[config.mk]
export PLATFORM = sky130hd
export DESIGN_NAME = sar_adc_sequencer
export DESIGN_NICKNAME = d
export VERILOG_FILES = /design/src/sar_adc_pkg.sv /design/src/sar_adc_sequencer.sv
export SDC_FILE = /design/constraint.sdc
export NUM_CORES = 1
export LEC_CHECK = 0
export BUFFER_PORTS_ARGS = -buffer_cell sky130_fd_sc_hd__buf_2
export CAP_MARGIN = 20
export CORE_MARGIN = 4
export CORE_UTILIZATION = 55
export DETAILED_ROUTE_END_ITERATION = 10
export PLACE_DENSITY = 0.77
export SKIP_CTS_REPAIR_TIMING = 1
export SLEW_MARGIN = 40
export SYNTH_ARGS = -nofsm -noshare
export SYNTH_HDL_FRONTEND = slang
export SYNTH_SLANG_ARGS = --single-unit
[constraint.sdc]
create_clock -name REF_CLK -period 2.85 [get_ports REF_CLK]
set_input_delay 0.285 -clock REF_CLK [delete_from_list [all_inputs] [get_ports REF_CLK]]
set_output_delay 0.285 -clock REF_CLK [all_outputs]
set_load 0.05 [all_outputs]
[src/sar_adc_pkg.sv]
// Package: register map, field layout, mode codes and timing for the ADC sequencer
//
// Function
// - Upper result register shows result bits 9..2, resets to zero.
// - Lower register: result bits 1..0 on 7..6, done on 5, active on 4.
// - Done flag is 0 before or during conversion, 1 after; flags read-only. Code leaves it at 1 through repeat-mode restarts.
// - Reading the upper result register clears the done flag.
// - Active flag sets at start, clears at a single-shot finish and on standby entry.
// - Bits 3..0 of the lower register are undefined; reader ignores them.
// - Bits 7 and 6 of control register two read as undefined.
// - Standby resets control register two and blocks writes until run mode.
// - Mode 01 plus start bit begins converting the selected channel.
// - On completion store result, set done flag, pulse interrupt together.
// - Start bit clears itself once its conversion has begun.
// - Mode 11 restarts the same channel each time a conversion completes.
// - Writing mode 00 halts at once; partial value is not stored.
// - Result is stored after the configured conversion time elapses.
// - A new start clears done; old result stays until new one completes.
// - Standby aborts conversion, resets both control regs, loses results.
// - After standby the block stays idle until software restarts it.
// - In standby the analog reference is disconnected from the converter.
// - Each conversion gives a 10-bit unsigned code rising with input.
// - Mode field: 00 off, 01 software start, 10 reserved, 11 repeat.
// - Time codes 000,010..110 give 39..1248 clocks; 001,111 reserved.
// - Channel codes 0000..0111 pick inputs 0..7; others reserved.
// - Ladder bit 0: ladder on only while converting; 1: always on.
package sar_adc_pkg;

  // Register offsets
  localparam logic [7:0] ADDR_CONTROL_ONE  = 8'h1C;
  localparam logic [7:0] ADDR_CONTROL_TWO  = 8'h1D;
  localparam logic [7:0] ADDR_LOWER_STATUS = 8'h1E;
  localparam logic [7:0] ADDR_UPPER        = 8'h1F;

  // Reset values
  localparam logic [7:0] CONTROL_ONE_INIT = 8'h10;
  localparam logic [7:0] CONTROL_TWO_INIT = 8'h10;
  localparam logic [7:0] UPPER_INIT       = 8'h00;

  // Control one fields
  localparam int START_BIT   = 7;
  localparam int MODE_HI     = 6;
  localparam int MODE_LO     = 5;
  localparam int AIN_DIS_BIT = 4;
  localparam int CHAN_HI     = 3;

  // Control two fields
  localparam int LADDER_BIT = 5;
  localparam int TIME_HI    = 3;
  localparam int TIME_LO    = 1;
  localparam logic [7:0] CONTROL_TWO_WMASK = 8'h3F;

  // Lower status fields
  localparam int DONE_BIT   = 5;
  localparam int ACTIVE_BIT = 4;

  typedef enum logic [1:0] {
    MODE_OFF    = 2'b00,
    MODE_SOFT   = 2'b01,
    MODE_RSVD   = 2'b10,
    MODE_REPEAT = 2'b11
  } op_mode_type;

  // Conversion times in system clock periods
  localparam logic [10:0] TIME_39   = 11'h027;
  localparam logic [10:0] TIME_78   = 11'h04E;
  localparam logic [10:0] TIME_156  = 11'h09C;
  localparam logic [10:0] TIME_312  = 11'h138;
  localparam logic [10:0] TIME_624  = 11'h270;
  localparam logic [10:0] TIME_1248 = 11'h4E0;

  localparam logic [3:0] CHAN_LAST = 4'h7;

  // Register bus request
  typedef struct packed {
    logic [7:0] addr;
    logic [7:0] wdata;
    logic       wr;
    logic       rd;
  } bus_req_type;

endpackage : sar_adc_pkg

[src/sar_adc_sequencer.sv]
// Module: conversion sequencer, control and result registers of the ADC
`timescale 1ns/100ps
module sar_adc_sequencer #(
  parameter int RES_WIDTH = 10
) (
  input  wire logic                 REF_CLK,
  input  wire logic                 RST,
  input  wire sar_adc_pkg::bus_req_type BUS_REQ,
  output logic [7:0]                RDATA,
  input  wire logic                 STANDBY,
  input  wire logic [RES_WIDTH-1:0] SAR_CODE,
  output logic                      SAMPLE,
  output logic [2:0]                CHANNEL,
  output logic                      CHANNEL_VALID,
  output logic                      ANALOG_INPUT_DISABLE,
  output logic                      LADDER_ON,
  output logic                      REF_CONNECT,
  output logic                      CONV_DONE_IRQ
);

  typedef enum logic [1:0] {IDLE, CONVERT} seq_type;

  logic [7:0]           conv_control_one;
  logic [7:0]           conv_control_two;
  logic [RES_WIDTH-1:0] result;
  logic                 conv_done_flag;
  logic                 conv_active_flag;
  logic [10:0]          count;
  logic [10:0]          conv_time;
  logic [3:0]           chan_latched;
  logic                 standby_meta;
  logic                 standby_sync;
  seq_type              state;
  logic                 start_conv;
  logic                 finish;
  logic                 halt;
  logic                 wr_one;
  logic                 wr_two;
  logic                 rd_upper;
  sar_adc_pkg::op_mode_type mode;

  // Conversion time decode; reserved codes fall back to the longest time
  function automatic logic [10:0] time_decode(input logic [2:0] code);
    case (code)
      3'h0:    time_decode = sar_adc_pkg::TIME_39;
      3'h2:    time_decode = sar_adc_pkg::TIME_78;
      3'h3:    time_decode = sar_adc_pkg::TIME_156;
      3'h4:    time_decode = sar_adc_pkg::TIME_312;
      3'h5:    time_decode = sar_adc_pkg::TIME_624;
      3'h6:    time_decode = sar_adc_pkg::TIME_1248;
      default: time_decode = sar_adc_pkg::TIME_1248;
    endcase
  endfunction : time_decode

  // Register strobe decode, shared by the control, flag and check logic
  function automatic logic bus_hit(input logic       strobe,
                                   input logic [7:0] addr,
                                   input logic [7:0] target);
    bus_hit = strobe && addr == target;
  endfunction : bus_hit

  // Standby comes from the power controller on another timing; synchronise
  always_ff @(posedge REF_CLK) begin
    if (RST) begin
      standby_meta <= 1'b0;
      standby_sync <= 1'b0;
    end else begin
      standby_meta <= STANDBY;
      standby_sync <= standby_meta;
    end
  end

  // Decoded strobes; one place to change if the map moves
  assign wr_one   = bus_hit(BUS_REQ.wr, BUS_REQ.addr,
                            sar_adc_pkg::ADDR_CONTROL_ONE);
  assign wr_two   = bus_hit(BUS_REQ.wr, BUS_REQ.addr,
                            sar_adc_pkg::ADDR_CONTROL_TWO);
  assign rd_upper = bus_hit(BUS_REQ.rd, BUS_REQ.addr,
                            sar_adc_pkg::ADDR_UPPER);

  assign mode = sar_adc_pkg::op_mode_type'(
    conv_control_one[sar_adc_pkg::MODE_HI:sar_adc_pkg::MODE_LO]);

  // Start only on a legal mode; reserved 10 never starts
  assign start_conv = (state == IDLE) && !standby_sync &&
    conv_control_one[sar_adc_pkg::START_BIT] &&
    (mode == sar_adc_pkg::MODE_SOFT ||
     mode == sar_adc_pkg::MODE_REPEAT);
  assign halt   = standby_sync || mode == sar_adc_pkg::MODE_OFF;
  assign finish = (state == CONVERT) && !halt && count == 11'h001;

  // Control register one; standby holds it at reset value
  always_ff @(posedge REF_CLK) begin
    if (RST) begin
      conv_control_one <= sar_adc_pkg::CONTROL_ONE_INIT;
    end else if (standby_sync) begin
      conv_control_one <= sar_adc_pkg::CONTROL_ONE_INIT;
    end else if (wr_one) begin
      conv_control_one <= BUS_REQ.wdata;
    end else if (start_conv) begin
      conv_control_one[sar_adc_pkg::START_BIT] <= 1'b0;
    end
  end

  // Control register two; writes blocked in standby
  always_ff @(posedge REF_CLK) begin
    if (RST) begin
      conv_control_two <= sar_adc_pkg::CONTROL_TWO_INIT;
    end else if (standby_sync) begin
      conv_control_two <= sar_adc_pkg::CONTROL_TWO_INIT;
    end else if (wr_two) begin
      conv_control_two <= BUS_REQ.wdata & sar_adc_pkg::CONTROL_TWO_WMASK;
    end
  end

  // Sequencer: counts the conversion time with settings caught at start
  always_ff @(posedge REF_CLK) begin
    if (RST) begin
      state        <= IDLE;
      count        <= 11'h000;
      conv_time    <= sar_adc_pkg::TIME_39;
      chan_latched <= 4'h0;
    end else begin
      case (state)
        IDLE: begin
          if (start_conv) begin
            state        <= CONVERT;
            conv_time    <= time_decode(conv_control_two[
              sar_adc_pkg::TIME_HI:sar_adc_pkg::TIME_LO]);
            count        <= time_decode(conv_control_two[
              sar_adc_pkg::TIME_HI:sar_adc_pkg::TIME_LO]);
            chan_latched <= conv_control_one[sar_adc_pkg::CHAN_HI:0];
          end
        end
        CONVERT: begin
          if (halt) begin
            state <= IDLE;
          end else if (finish) begin
            // Repeat mode restarts at once on the same channel
            if (mode == sar_adc_pkg::MODE_REPEAT) begin
              count <= conv_time;
            end else begin
              state <= IDLE;
            end
          end else begin
            count <= count - 11'h001;
          end
        end
        default: state <= IDLE;
      endcase
    end
  end

  // Active flag follows the sequencer, so it stays high across repeats
  always_ff @(posedge REF_CLK) begin
    if (RST) begin
      conv_active_flag <= 1'b0;
    end else if (halt) begin
      conv_active_flag <= 1'b0;
    end else if (start_conv) begin
      conv_active_flag <= 1'b1;
    end else if (finish && mode != sar_adc_pkg::MODE_REPEAT) begin
      conv_active_flag <= 1'b0;
    end
  end

  // Result: only a full conversion stores; standby loses it
  always_ff @(posedge REF_CLK) begin
    if (RST || standby_sync) begin
      result <= '0;
    end else if (finish) begin
      result <= SAR_CODE;
    end
  end

  // Done flag: completion wins over a clearing read in the same cycle
  always_ff @(posedge REF_CLK) begin
    if (RST || standby_sync) begin
      conv_done_flag <= 1'b0;
    end else if (finish) begin
      conv_done_flag <= 1'b1;
    end else if (start_conv) begin
      conv_done_flag <= 1'b0;
    end else if (rd_upper) begin
      conv_done_flag <= 1'b0;
    end
  end

  // Interrupt pulse on completion
  always_ff @(posedge REF_CLK) begin
    if (RST) begin
      CONV_DONE_IRQ <= 1'b0;
    end else begin
      CONV_DONE_IRQ <= finish;
    end
  end

  // Read data one cycle after the strobe; undefined bits read as zero
  always_ff @(posedge REF_CLK) begin
    if (RST) begin
      RDATA <= 8'h00;
    end else if (BUS_REQ.rd) begin
      case (BUS_REQ.addr)
        sar_adc_pkg::ADDR_CONTROL_ONE:  RDATA <= conv_control_one;
        sar_adc_pkg::ADDR_CONTROL_TWO:
          RDATA <= conv_control_two & sar_adc_pkg::CONTROL_TWO_WMASK;
        sar_adc_pkg::ADDR_LOWER_STATUS:
          RDATA <= {result[1:0], conv_done_flag, conv_active_flag,
                    4'h0};
        sar_adc_pkg::ADDR_UPPER:        RDATA <= result[RES_WIDTH-1:2];
        default:                        RDATA <= 8'h00;
      endcase
    end else begin
      RDATA <= 8'h00;
    end
  end

  // Analog side controls
  always_ff @(posedge REF_CLK) begin
    if (RST) begin
      SAMPLE               <= 1'b0;
      CHANNEL              <= 3'h0;
      CHANNEL_VALID        <= 1'b0;
      ANALOG_INPUT_DISABLE <= 1'b1;
      LADDER_ON            <= 1'b0;
      REF_CONNECT          <= 1'b0;
    end else begin
      // Repeat restarts sample too, so the hold stage sees every run
      SAMPLE        <= start_conv ||
                       (finish && mode == sar_adc_pkg::MODE_REPEAT);
      CHANNEL       <= chan_latched[2:0];
      CHANNEL_VALID <= chan_latched <= sar_adc_pkg::CHAN_LAST;
      ANALOG_INPUT_DISABLE <= conv_control_one[sar_adc_pkg::AIN_DIS_BIT];
      LADDER_ON     <= !standby_sync && (state == CONVERT ||
                       conv_control_two[sar_adc_pkg::LADDER_BIT]);
      REF_CONNECT   <= !standby_sync;
    end
  end
endmodule : sar_adc_sequencer

======== Word level (Yosys, flattened, before mapping) ========
Index checks and enable logic that the tools add are counted.
operators by class
  mux-type cells .......................... 19
  reduce and logical (&&, ||, !) cells .... 31
  $add $sub $neg .......................... 1
  equality and inequality tests ........... 18
  bitwise gates (word level) .............. 1
  order comparisons ....................... 1
operators by type and width
  cell                   number
  $pmux 11 s5            1
  $mux 11                4
  $eq 8x5->1 const B     4
  $pmux 8 s4             1
  $pmux 11 s2            1
  $eq 11x1->1 const B    1
  $logic_and 1x1->1      11
  $sub 11x1->11 const B  1
  $ne 3x3->1 const B     3
  $mux 2                 4
  $mux 1                 7
  $eq 3x2->1 const B     2
  $eq 3x3->1 const B     2
  $ne 2x2->1 const B     3
  $reduce_bool 2->1      3
  $reduce_or 2->1        3
  $logic_or 1x1->1       5
  $eq 2x1->1 const B     2
  $le 4x3->1 const B     1
  $logic_not 2->1        2
  $pmux 2 s2             1
  $reduce_and 4->1       1
  $logic_not 3->1        1
  $reduce_and 3->1       1
  other kinds (5)        6
word-level totals
  word-level logic and storage cells ...... 91
  bits in registers ....................... 73

======== Depth between registers and ports, before layout ========
  depth after elaboration ................. 8
  gate-level depth with buffers ........... 9
  depth with buffers taken out ............ 7

======== Least setup slack after synthesis ========
OpenSTA, ideal clock, no wires.
  kind .................................... register -> register
  from .................................... register count[2]
  to ...................................... register count[10]
  data arrival time ....................... 2.009 ns
  setup slack ............................. 0.724 ns
  clock period less this slack ............ 2.126 ns
  stages on the path, launching flop included .. 8
  data required time ...................... 2.733 ns
  cells stage by stage .................... dfxtp_1 -> or3_1 -> buf_6 -> or4_4 -> buf_6 -> o21ai_4 -> o221ai_2 -> a32o_1
between the ends
  word-level cells in the longest chain between the ends .. 5
  elaborated cells between the ends (all ways) .. 8
  those cells by class .................... add/sub: 1; eq/ne: 2; mux: 3; reduce/logical: 2
ends and longest elaborated chain
  item                                                   line                      RTL
  from (decl)                                            sar_adc_sequencer.sv:28   logic [10:0] count;
  from (signal assigned)                                 sar_adc_sequencer.sv:130  count <= time_decode(conv_control_two[
  from (signal assigned)                                 sar_adc_sequencer.sv:141  count <= conv_time;
  from (signal assigned)                                 sar_adc_sequencer.sv:146  count <= count - 11'h001;
  branches (longest 5 deep; another with $sub 11x1->11)  n/a
Parallel ways; which one is timed is not known. The select of a mux whose other input is x is not followed.
A chain may end at the register's enable or synchronous reset.

======== Worst setup path after layout ========
  from .................................... register count[0]
  to ...................................... register count[10]
Same word-level chain as after synthesis.

==> results_dict.tcl <==
set metrics [dict create \
    portBuffers 47 \
    start_util_pct 57.9 \
    ioPinCount 48 \
    area_delta_synth_final_pct 11.7 \
    setup_viol 0 \
    final_common_cell "dfxtp_1" \
    cts_buffers 9 \
    worst_slack_ns 0.360 \
    r2r_slack_ns 0.36 \
    synth_top_family_by_area "simple AND/OR/NAND/NOR gates" \
    syn_inst 371 \
    pre_cts_slack_ns 0.400 \
    p_leak_nw 1.49 \
    sw_frac_of_total_pct 24.3 \
    wl_per_cell_um 15.9 \
    cp_cell_sequence "ha_1 > or3b_2 > a2111oi_0 > o21ai_0 > buf_4 > a32o_1" \
    ys_seq_area_share_pct 44.4 \
    synth_mux_area_share_pct 8.28 \
    synthTopCellsByArea "dfxtp_1 (44%), mux2i_1 (5.9%), nand2_1 (5.0%)" \
    r2r_cells 6 \
    switching_power_w 0.000433 \
    maxCapViolCount 0 \
    dp_hpwl_um 5440 \
    final_cell_mix "dfxtp_1 (72), buf_2 (47), nand2_1 (43), nor2_1 (43), a21oi_1 (21)" \
    netlist.area_leader.share_pct 44.4 \
    crit_type "reg2reg" \
    seq_area_um2 1440 \
    coreArea_um2 5610 \
    htreeDepth 3 \
    synthSimpleGateAreaFrac_pct 23.4 \
    path_max_fanout 12 \
    dieWidth_um 84.9 \
    crit_family "compound AO/OA/AOI/OAI gates" \
    nets 440 \
    power.internal_w 0.00135 \
    clock_latency_ns 0.35 \
    grt_pass1_wl_um 12700 \
    grt_max_degree 31 \
    die_h_um 84.9 \
    slowest_delay_ns 0.44 \
    reg2reg_to "count[10]" \
    antenna_found_initial 0 \
    gp_congestion 0.879 \
    fmax_ghz 0.402 \
    fin_crit_ns 2.49 \
    hold_viol_final 0 \
    vias 2844 \
    multi_input_area_um2 1620 \
    setup.worst_path.start_class "flip-flop" \
    synthAdderAreaFrac_pct 0.770 \
    ir_drop_mv 0.323 \
    clk_path_buf_depth 2 \
    endpoint "count[10]" \
    fillers 517 \
    fin_crit_sh_pct 87.4 \
    power-per-cell-area_nw_per_um2 492 \
    required_ns 3.08 \
    drc 0 \
    relSlewSlack_pct 45.9 \
    hold_class "in2reg" \
    fin_setup_tns_ns 0 \
    fin_worst_skew_ns 0.0133 \
    dpl-instance-area_um2 3460 \
    ys_types 56 \
    yosysWarnings 0 \
    die_area_um2 7200 \
    post_synth.cell_area_avg_um2 8.76 \
    r2r-start "count[0]" \
    post-route-cell-area_um2 3630 \
    crit_start "count[0]" \
    cts.clk_slew.worst_paths_ns 0.08 \
    worst_hold_slack_ns 0.158 \
    p_comb_share_pct 3.6 \
    antenna_cells 0 \
    drtIter0Drc 320 \
    fp-row-count 27 \
    cts_tree "done" \
    rsz0062_at_grt "no" \
    path_depth 6 \
    synthFlopType "dfxtp_1" \
    slowest_stage "or3b_2" \
    totalWireLength_um 7720 \
    path_buf_inv 1 \
    worst_slew_pin_slew_ns 0.806 \
    gr-total-overflow 0 \
    vias_per_cell 5.88 \
    yosys_register_bits 72 \
    synth_enable_flop_cells 0 \
    synth_compound_area_share_pct 16.6 \
    cts-root-buf "clkbuf_8" \
    syn_area_um2 3250 \
    synth_top_area_cell "dfxtp_1" \
    grt_pass1_vias 2643 \
    cp.arrival_ns 2.72 \
    synth_xor_area_share_pct 0.809 \
    dr.pass1.iters 5 \
    grt_use_total_pct 21.8 \
    endpoint_kind "flip-flop" \
    ant_nets 0 \
    drive_gt1_share_pct 21.8 \
    maxSlewViolCount 0 \
    cts.sinks 72 \
    clock_power_share_pct 39.8 \
    status "completed" \
    postSynth.asyncResetShare_pct 0 \
    synth_nets 404 \
    seqPwrFrac_pct 56.6 \
]
sequential cells by signal (all words and copies together), names as in the netlist, 3 cells and up:
register	cells
conv_time	11
conv_control_two	6
RDATA	8
count	11
result	10
chan_latched	4
conv_control_one	8
CHANNEL	3
layout make-up:
| cell class | instances | share of cell area [%] |
|---|---|---|
| Inverter | 7 | 0.724 |
| Sequential cell | 72 | 39.7 |
| Clock inverter | 6 | 1.17 |
| Tap cell | 72 | 2.48 |
| Timing Repair Buffer | 53 | 7.73 |
| Multi-Input combinational cell | 264 | 44.6 |
| Clock buffer | 10 | 3.52 |
stage by stage:
step / utilization, % / total power (W) / std cells
after global placement: 61.6 / 0.00110 / 468
after floorplan: - / 0.00107 / 371
final: 64.7 / 0.00178 / 484
after global routing: 64.7 / 0.00185 / 484
after CTS: 64.7 / 0.00179 / 484
after detailed placement: 61.6 / 0.00110 / 468
worst reg2reg max path, cell delays in order, from the launching register on:
cell and delay, ns:
dfxtp_1 0.42, ha_1 0.21, or3b_2 0.44, a2111oi_0 0.41, o21ai_0 0.35, buf_4 0.31
a32o_1 0.25
worst min path at each step:
stage,cells after the start,slack [ns],endpoint,from
floorplan,1,0.39,CHANNEL_VALID,chan_latched[3]
global placement,1,0.40,CHANNEL_VALID,chan_latched[3]
detailed placement,1,0.40,CHANNEL_VALID,chan_latched[3]
CTS,2,0.16,standby_meta,STANDBY
global route,3,0.17,result[9],SAR_CODE[9]
finish,2,0.16,standby_meta,STANDBY
synth_stat cells, types with 5 or more instances:
| master | n |
|---|---|
| dfxtp_1 | 72 |
| nand2_1 | 43 |
| nor2_1 | 43 |
| a21oi_1 | 21 |
| clkbuf_1 | 20 |
| mux2i_1 | 19 |
| o21ai_0 | 18 |
| a31oi_1 | 14 |
| nor2b_1 | 14 |
| nor3_1 | 10 |
| nand3_1 | 8 |
| o211ai_1 | 8 |
| inv_1 | 7 |
| a32o_1 | 5 |
| or2_2 | 5 |
| or3_1 | 5 |
kinds of logic (layout without fill, tap and decap cells):
family,after synthesis,after routing
XOR/XNOR,3,3
buffers and inverters,35,76
AND/OR/NAND/NOR,152,152
flip-flops,72,72
multiplexers,24,24
AO/OA/AOI/OAI,83,83
adder cells (fa/ha/maj),2,2
power groups by stage:
| stage | combinational, W | sequential (W) | clock, W |
|---|---|---|---|
| after floorplan | 0.0000287 | 0.00104 | 0 |
| after global placement | 0.0000638 | 0.00103 | 0 |
| after detailed placement | 0.0000644 | 0.00103 | 0 |
| after CTS | 0.0000644 | 0.00101 | 0.000714 |
| after global routing | 0.0000703 | 0.00101 | 0.000767 |
| final | 0.0000646 | 0.00101 | 0.000709 |
routing by layer:
metal / global-route usage, % / vias to the layer above / share of wire (%)
met1: 30.0 / 1372 / 47
li1: - / 1379 / -
met4: 6.47 / 0 / 0.87
met2: 34.9 / 86 / 47
met3: 4.17 / 7 / 5.5
met5: 0 / - / 0
Power figures use the tool's default switching activity.
